## src/rtl/poi_regs.vh

```
// poi_regs.vh: constants for the processor option interrupt unit
// assumes the including file is plain Verilog-2005
`ifndef POI_REGS_VH
`define POI_REGS_VH
// internal status bit positions
`define POI_ST_PROTECT    3
`define POI_ST_RTC_BIT    2
`define POI_ST_PARITY     4
`define POI_ST_BOUNDARY   5
`define POI_ST_POWER      7
// condition flag bit raised by every internal interrupt
`define POI_CF_INTERNAL   4
// microcommand codes
`define POI_CMD_PROT_LOAD 16'h1740
`define POI_CMD_RTC_OFF   16'h1710
`define POI_CMD_RTC_ON    16'h1720
`define POI_CMD_SPARE_CLR 16'h1702
`define POI_CMD_SPARE_SET 16'h1F02
`define POI_CMD_LOADT_HI  4'h1
// spare bit source in a load-temp word
`define POI_LOADT_SPARE   11
// memory size codes for protect area size
`define POI_AREA_256      2'h0
`define POI_AREA_512      2'h1
`define POI_AREA_1024     2'h2
// power-on reset time and clock
`define POI_CLK_MHZ       50
`define POI_POR_MS        200
`define POI_POR_CYCLES    (`POI_POR_MS * 1000 * `POI_CLK_MHZ)
`define POI_RTC_DIV_W     13
`endif

```

## src/rtl/poi_option_irq.v

```verilog
// poi_option_irq.v: processor option internal interrupt unit
// assumes memory, temp register and sequencer on clk; power and straps are async
//
// Overview of operation
// - check parity on every read; error sets flag 4 and status 4
// - store an even parity bit per byte, generated on writes
// - access to a missing module sets flag 4 and status 5
// - up to 32 protect areas sized 256, 512 or 1024 bytes
// - 32-bit protect map; command 1740 copies temp bit 7 to addressed area
// - map bit one means protected, zero unprotected
// - violation turns write into read-restore; sets flag 4 and status 3
// - block writes to protected area from unprotected instruction fetches
// - block writes from unprotected byte I/O or DMA peripherals
// - allow protected instructions and protected peripherals to write
// - spare bit widens memory, temp and I/O bus to nine bits only
// - spare bit loads from load-temp bit 11; 1702 clears, 1F02 sets
// - real-time tick divides the clock by strap value below 2^13
// - each tick sets flag 4 and status 2
// - command 1710 disables, 1720 enables the clock interrupt
// - primary power loss raises interrupt and sets status 7
// - hold machine in reset once halted after power loss
// - hold machine reset for 200 ms after power applied
// - switch to run mode when power-on reset ends
// - raise power-fail interrupt right after automatic run
// - power-on reset clears microprogram location register
// - machine reset clears I/O control and halts; offered to I/O devices
`timescale 1ns/1ps
`include "poi_regs.vh"
module poi_option_irq #(
	parameter POR_CYCLES = `POI_POR_CYCLES,
	parameter AW         = 16
) (
	// clock and reset
	input  wire          clk,
	input  wire          rst,
	// microcommand from sequencer
	input  wire          cmd_valid,
	input  wire [15:0]   cmd_word,
	input  wire          loadt_valid,
	input  wire [15:0]   loadt_word,
	input  wire [7:0]    temp_low,
	// memory cycle
	input  wire          mem_req,
	input  wire          mem_write,
	input  wire [AW-1:0] mem_addr,
	input  wire [8:0]    mem_wdata,
	input  wire [8:0]    mem_rdata,
	input  wire          mem_rpar,
	input  wire          mem_rvalid,
	input  wire [3:0]    mod_present,
	input  wire [1:0]    mem_size,
	input  wire          fetch_req,
	input  wire          src_periph,
	input  wire          periph_prot,
	// memory control out
	output reg           mem_write_ok,
	output reg           mem_wpar,
	// spare temp bit
	output reg           temp_spare_ff,
	// interrupt flag and status
	input  wire [7:0]    status_clr,
	input  wire          flag_clr,
	output reg  [7:0]    int_status_ff,
	output reg           cond_flag_ff,
	// power and straps (async)
	input  wire          power_ok,
	input  wire          cpu_halted,
	input  wire [12:0]   rtc_strap,
	// machine control
	output reg           mach_reset_ff,
	output reg           run_req_ff,
	output reg           loc_clear_ff
);
	// protect map and fetch-origin state
	reg  [31:0]   prot_map_ff;
	reg           fetch_prot_ff;
	reg           rtc_en_ff;
	reg  [12:0]   rtc_cnt_ff;
	reg  [31:0]   por_cnt_ff;
	reg  [1:0]    por_st_ff;
	reg           pf_seen_ff;
	// synchronisers
	reg  [1:0]    pwr_sync_ff;
	reg  [12:0]   strap_s1_ff;
	reg  [12:0]   strap_s2_ff;
	reg           pwr_d_ff;
	wire          pwr_ok_s = pwr_sync_ff[1];

	localparam POR_HOLD = 2'h0;
	localparam POR_RUN  = 2'h1;
	localparam POR_IRQ  = 2'h2;
	localparam POR_IDLE = 2'h3;

	// area index of an address for the installed memory size
	function [4:0] area_of;
		input [AW-1:0] a;
		input [1:0]    sz;
		begin
			case (sz)
				`POI_AREA_256:  area_of = a[12:8];
				`POI_AREA_512:  area_of = a[13:9];
				`POI_AREA_1024: area_of = a[14:10];
				default:        area_of = a[12:8];
			endcase
		end
	endfunction

	// one microcommand match, shared by every decoded command
	function is_cmd;
		input [15:0] w;
		input [15:0] code;
		begin
			is_cmd = (w == code);
		end
	endfunction

	// parity check on read data, generation on write data
	wire par_err;
	wire par_gen_r;
	wire par_gen_w;
	poi_parity #(.W(9)) u_rpar (
		.data    (mem_rdata),
		.par_in  (mem_rpar),
		.par_gen (par_gen_r),
		.par_err (par_err)
	);
	poi_parity #(.W(9)) u_wpar (
		.data    (mem_wdata),
		.par_in  (1'b0),
		.par_gen (par_gen_w),
		.par_err ()
	);

	// module decode: four 16 KB modules across the address space
	wire [1:0] mod_idx  = mem_addr[AW-1:AW-2];
	wire       bound_ev = mem_req & ~mod_present[mod_idx];
	wire [4:0] area     = area_of(mem_addr, mem_size);
	wire       area_pr  = prot_map_ff[area];
	wire       writer_pr = src_periph ? periph_prot : fetch_prot_ff;
	// a missing module takes precedence, so one access flags only one cause
	wire       viol_ev  = mem_req & mem_write & ~bound_ev & area_pr
		& ~writer_pr;
	wire       parity_ev = mem_rvalid & par_err;

	// write gating: violation turns write into read-restore
	always @* begin
		mem_write_ok = mem_req & mem_write & ~viol_ev & ~bound_ev;
		mem_wpar     = par_gen_w;
	end

	// command decode
	wire cmd_prot  = cmd_valid & is_cmd(cmd_word, `POI_CMD_PROT_LOAD);
	wire cmd_rtoff = cmd_valid & is_cmd(cmd_word, `POI_CMD_RTC_OFF);
	wire cmd_rton  = cmd_valid & is_cmd(cmd_word, `POI_CMD_RTC_ON);
	wire cmd_sclr  = cmd_valid & is_cmd(cmd_word, `POI_CMD_SPARE_CLR);
	wire cmd_sset  = cmd_valid & is_cmd(cmd_word, `POI_CMD_SPARE_SET);

	// protect map load and fetch origin tracking
	// origin follows the last fetch; reset leaves it unprotected, the safe side
	always @(posedge clk) begin
		if (rst) begin
			prot_map_ff   <= 32'h00000000;
			fetch_prot_ff <= 1'b0;
		end else begin
			if (cmd_prot)
				prot_map_ff[area] <= temp_low[7];
			if (mem_req & fetch_req)
				fetch_prot_ff <= area_pr;
		end
	end

	// spare temp bit; it feeds only memory, temp and the I/O bus
	always @(posedge clk) begin
		if (rst)
			temp_spare_ff <= 1'b0;
		else if (loadt_valid)
			temp_spare_ff <= loadt_word[`POI_LOADT_SPARE];
		else if (cmd_sclr)
			temp_spare_ff <= 1'b0;
		else if (cmd_sset)
			temp_spare_ff <= 1'b1;
	end

	// async input synchronisers; strap is quasi-static
	// straps are set at install time, so a plain two-stage copy of the bus is enough
	always @(posedge clk) begin
		if (rst) begin
			pwr_sync_ff <= 2'h0;
			strap_s1_ff <= 13'h0000;
			strap_s2_ff <= 13'h0000;
			pwr_d_ff    <= 1'b0;
		end else begin
			pwr_sync_ff <= {pwr_sync_ff[0], power_ok};
			strap_s1_ff <= rtc_strap;
			strap_s2_ff <= strap_s1_ff;
			pwr_d_ff    <= pwr_ok_s;
		end
	end

	// real-time divider: a strap of zero or one ticks every cycle
	// limitation: a new strap value is only picked up at the next reload
	wire rtc_tick = (rtc_cnt_ff == 13'h0000);
	always @(posedge clk) begin
		if (rst) begin
			rtc_cnt_ff <= 13'h0000;
			rtc_en_ff  <= 1'b0;
		end else begin
			if (rtc_tick)
				rtc_cnt_ff <= (strap_s2_ff == 13'h0000) ? 13'h0000
					: strap_s2_ff - 13'h0001;
			else
				rtc_cnt_ff <= rtc_cnt_ff - 13'h0001;
			if (cmd_rtoff)
				rtc_en_ff <= 1'b0;
			else if (cmd_rton)
				rtc_en_ff <= 1'b1;
		end
	end

	// power-on sequence: hold reset, go to run, then raise restart irq
	wire pf_fall = pwr_d_ff & ~pwr_ok_s;
	reg  pf_irq;
	always @(posedge clk) begin
		if (rst) begin
			por_st_ff     <= POR_HOLD;
			por_cnt_ff    <= 32'h00000000;
			mach_reset_ff <= 1'b1;
			run_req_ff    <= 1'b0;
			loc_clear_ff  <= 1'b1;
			pf_seen_ff    <= 1'b0;
		end else begin
			run_req_ff   <= 1'b0;
			loc_clear_ff <= 1'b0;
			if (pf_fall)
				pf_seen_ff <= 1'b1;
			case (por_st_ff)
				POR_HOLD: begin
					mach_reset_ff <= 1'b1;
					loc_clear_ff  <= 1'b1;
					// a dip seen while held is already covered by this hold
					pf_seen_ff    <= 1'b0;
					// a power dip during hold restarts the full count
					if (!pwr_ok_s)
						por_cnt_ff <= 32'h00000000;
					else if (por_cnt_ff >= POR_CYCLES - 1) begin
						por_st_ff     <= POR_RUN;
						mach_reset_ff <= 1'b0;
					end else
						por_cnt_ff <= por_cnt_ff + 32'h00000001;
				end
				POR_RUN: begin
					run_req_ff <= 1'b1;
					por_st_ff  <= POR_IRQ;
				end
				POR_IRQ: begin
					por_st_ff <= POR_IDLE;
				end
				POR_IDLE: begin
					if (pf_seen_ff & cpu_halted) begin
						mach_reset_ff <= 1'b1;
						pf_seen_ff    <= 1'b0;
						por_cnt_ff    <= 32'h00000000;
						por_st_ff     <= POR_HOLD;
					end
				end
				default: por_st_ff <= POR_HOLD;
			endcase
		end
	end

	always @* begin
		pf_irq = pf_fall | (por_st_ff == POR_IRQ);
	end

	// sticky status and condition flag: set wins over clear
	// one bit per source lets the microprogram tell causes apart
	reg [7:0] nxt_status;
	always @* begin
		nxt_status = int_status_ff & ~status_clr;
		if (parity_ev)
			nxt_status[`POI_ST_PARITY] = 1'b1;
		if (bound_ev)
			nxt_status[`POI_ST_BOUNDARY] = 1'b1;
		if (viol_ev)
			nxt_status[`POI_ST_PROTECT] = 1'b1;
		if (rtc_tick & rtc_en_ff)
			nxt_status[`POI_ST_RTC_BIT] = 1'b1;
		if (pf_irq)
			nxt_status[`POI_ST_POWER] = 1'b1;
	end

	wire any_ev = parity_ev | bound_ev | viol_ev | (rtc_tick & rtc_en_ff) | pf_irq;

	// status survives machine reset so restart can see the power bit
	always @(posedge clk) begin
		if (rst) begin
			int_status_ff <= 8'h00;
			cond_flag_ff  <= 1'b0;
		end else begin
			int_status_ff <= nxt_status;
			cond_flag_ff  <= any_ev | (cond_flag_ff & ~flag_clr);
		end
	end
endmodule // poi_option_irq

```

## src/rtl/poi_parity.v

```verilog
// poi_parity.v: even parity generator and checker for one memory byte
// assumes purely combinational use on the processor clock domain
`timescale 1ns/1ps
module poi_parity #(
	parameter W = 9
) (
	// data and stored parity
	input  wire [W-1:0] data,
	input  wire         par_in,
	// generated bit and check result
	output wire         par_gen,
	output wire         par_err
);
	// even parity: the stored bit makes the total count of ones even
	assign par_gen = ^data;
	assign par_err = par_gen ^ par_in;
endmodule // poi_parity

```

## config.mk

```make
export PLATFORM = sky130hd
export DESIGN_NAME = poi_option_irq
export DESIGN_NICKNAME = d
export VERILOG_FILES = /design/src/rtl/poi_option_irq.v /design/src/rtl/poi_parity.v
export VERILOG_INCLUDE_DIRS = /design/src /design/src/rtl
export SDC_FILE = /design/constraint.sdc
export NUM_CORES = 1
export LEC_CHECK = 0
export ABC_AREA = 1
export BUFFER_PORTS_ARGS = -buffer_cell sky130_fd_sc_hd__buf_2
export CORE_MARGIN = 2
export CORE_UTILIZATION = 35
export DETAILED_ROUTE_END_ITERATION = 10
export GPL_ROUTABILITY_DRIVEN = 0
export SETUP_SLACK_MARGIN = 0.05
export SLEW_MARGIN = 10
export SYNTH_ARGS = -nofsm -noshare
export SYNTH_HDL_FRONTEND = slang
export SYNTH_SLANG_ARGS = --single-unit
```

## constraint.sdc

```tcl
create_clock -name clk -period 6.69 [get_ports clk]
set_input_delay 1.0035 -clock clk [delete_from_list [all_inputs] [get_ports clk]]
set_output_delay 1.0035 -clock clk [all_outputs]
set_load 0.03 [all_outputs]
```

==> impl_metrics.tcl <==
set metrics [dict create \
    drt-total-wl_microns 17360 \
    rsz0062_at_grt "false" \
    grt_pass1_wl_microns 29390 \
    end_kind "output pin" \
    cp_data_required_time_ps 5690 \
    antenna_left 0 \
    wire_per_inst_microns 12.14 \
    synthToLayoutAreaGrowth_pct 17.47 \
    worst_clock_skew_ps 5.872 \
    dp.final_hpwl_microns 11930 \
    first_pass_iters 5 \
    layout.nets 1276 \
    worst_setup_path_start_kind "input pin" \
    fin_crit_sh 0.6628 \
    diodes 0 \
    synth_edf_count 0 \
    clock_latency_ps 420 \
    p_per_area_nw_per_um2 257.3 \
    slowest_stage "nand2_4" \
    drive_gt1_frac 0.1408 \
    cpMostUsedCell "nand2_1" \
    slowest_delay_ps 410 \
    h-tree-depth 4 \
    worstPathCellList "buf_2 > inv_1 > ha_1 > inv_2 > nand3_2 > nand2_4 > o21ai_0 > nand2_1 > nand2_1 > nand2_1 > nand2_1 > nor2_1 > nand3_1 > nand2_1 > inv_1 > buf_2" \
    syn-cell-area_sq_um 6963 \
    grt_overflow_total 0 \
    p_leak_nw 3.506 \
    hold_buffers 0 \
    die_x_microns 145.0 \
    finalSetupViolations 0 \
    antenna_found_initial 0 \
    hold_ws_ps 396.0 \
    hold_depth 2 \
    min_path_type "register to register" \
    ys_seq_area_frac 0.3565 \
    cap_viol_max_count 0 \
    cp_max_fo 20 \
    tritoncts "yes" \
    multi_input_area_sq_um 3737 \
    ys.flop_type "dfxtp_1" \
    reg2regPathDepth 12 \
    final_core_util 0.4203 \
    root_buffer "clkbuf_16" \
    fill_cells 2072 \
    first_iter_violations 394 \
    cts_setup_buffers 0 \
    status "finished clean" \
    cts-resized-gates 0 \
    routed_via_density 4.671 \
    design_area_sq_um 8179 \
    syn_inst 1068 \
    grt_pass1_vias 6214 \
    place_area_sq_um 7600 \
    synth_area_per_cell_sq_um 6.520 \
    drc 0 \
    async_flop_share 0 \
    die_area_sq_um 21040 \
    regArea_sq_um 2482 \
    ir_worst_vdd_mv 0.1609 \
    initial_core_util 0.3578 \
    synth_fp_nets 1192 \
    worst_slew_pin_slew_ps 934.6 \
    clockBufferDepth 2 \
    final-max-slew-violation-count 0 \
    cts_buffers 17 \
    max_freq_ghz 0.2255 \
    yosys_warnings 0 \
    num_rows 51 \
    period_needed_ps 4434 \
    tns_ps 0 \
    die_h_microns 145.0 \
    portBuffers 99 \
    power.total_mw 2.104 \
    slew_headroom 0.3769 \
    track_usage 0.1674 \
    crit_arrival_ps 3430 \
    path_class "input pin to output pin" \
    core_area_sq_um 19460 \
    cts_sinks 124 \
    hold_viol_final 0 \
    clkTransAtPathRegs_ps 60 \
    synthDistinctLibCells 46 \
    io_pins 130 \
    grt_max_degree 80 \
    ys_ff_latch 124 \
    vias 6680 \
]
[sequential cells by signal, summed over array words and instances, names as in the netlist, 2 cells and up]
signal and count:
por_cnt_ff 32, prot_map_ff 32, rtc_cnt_ff 13, strap_s1_ff 13, strap_s2_ff 13, int_status_ff 8, por_st_ff 2, pwr_sync_ff 2
[power breakdown]
part,switching [mW],total (mW),internal (mW)
registers,0.0226,0.798,0.776
logic,0.256,0.406,0.150
clock network,0.376,0.899,0.523
[worst paths after layout]
path | from | to | slack [ps]
setup / recovery | mem_size[0] | mem_write_ok | 2260
hold / removal | strap_s1_ff[11] | strap_s2_ff[11] | 400
setup reg to reg | por_cnt_ff[0] | por_cnt_ff[5] | 3790
hold reg to reg | strap_s1_ff[11] | strap_s2_ff[11] | 400
[cell type report]
| type | count | share of cell area |
|---|---|---|
| multi-input combinational | 769 | 0.4569 |
| clock inverter | 15 | 0.01882 |
| timing repair buffer | 104 | 0.06517 |
| inverter | 136 | 0.06303 |
| tap | 265 | 0.04054 |
| clock buffer | 17 | 0.05201 |
| sequential | 124 | 0.3035 |
[critical path: cells and delay by family]
family | cells | cell delay (ps)
simple gates | 9 | 1520
buf+inv | 5 | 490
fa+ha+maj | 1 | 290
compound gates | 1 | 130
[cells in the mapped netlist, types with 11 or more instances]
cell type | instances | area [sq um]
a21oi_1 | 85 | 425.4
clkbuf_1 | 22 | 82.58
dfxtp_1 | 124 | 2482
inv_1 | 130 | 488.0
nand2_1 | 274 | 1028
nand3_1 | 67 | 335.3
nand3b_1 | 18 | 135.1
nor2_1 | 153 | 574.3
nor3_1 | 28 | 140.1
o21ai_0 | 40 | 200.2
xnor2_1 | 11 | 96.34
xor2_1 | 25 | 219.0
[per-layer routing]
metal  wire (microns)  vias up  track usage  share of wire
met5                0        -            0              0
met2             8267      125       0.2869           0.48
met1             8291     2994       0.2142           0.48
li1                 -     3548            -              -
met4              189        0      0.04406          0.011
met3              609       13      0.03459          0.035
[kinds of logic after synthesis]
group | after synthesis | synth area share
muxes | 1 | 0.001617
buffers and inverters | 175 | 0.1067
adders and majority gates | 9 | 0.01617
and+or+nand+nor | 577 | 0.3642
AOI/OAI and AO/OA | 146 | 0.1094
DFF | 124 | 0.3565
xor gates and xnor gates | 36 | 0.04528
[layout by cell type, fill, tap and decap left out, types with 4 or more instances in the layout]
master and n:
inv_6 6, buf_2 99, buf_4 5, inv_2 4, nor3_1 28, clkinv_4 4
nand2_1 274, a21oi_1 85, ha_1 9, xnor2_1 11, dfxtp_1 124, xor2_1 25
nor2_1 153, nor3_4 4, clkbuf_16 17, nand4_1 9, o21ai_1 10, o21ai_0 39
inv_1 130, nand3_1 67, nand3b_1 18, nor4_1 6
[through the flow]
stage	worst slack [ps]	std cells
global route	2024	1430
detailed placement	2239	1398
CTS	2234	1430
global placement	2274	1398
finish	2256	1430
floorplan	3034	1068
(Power assumes the default switching activity.)
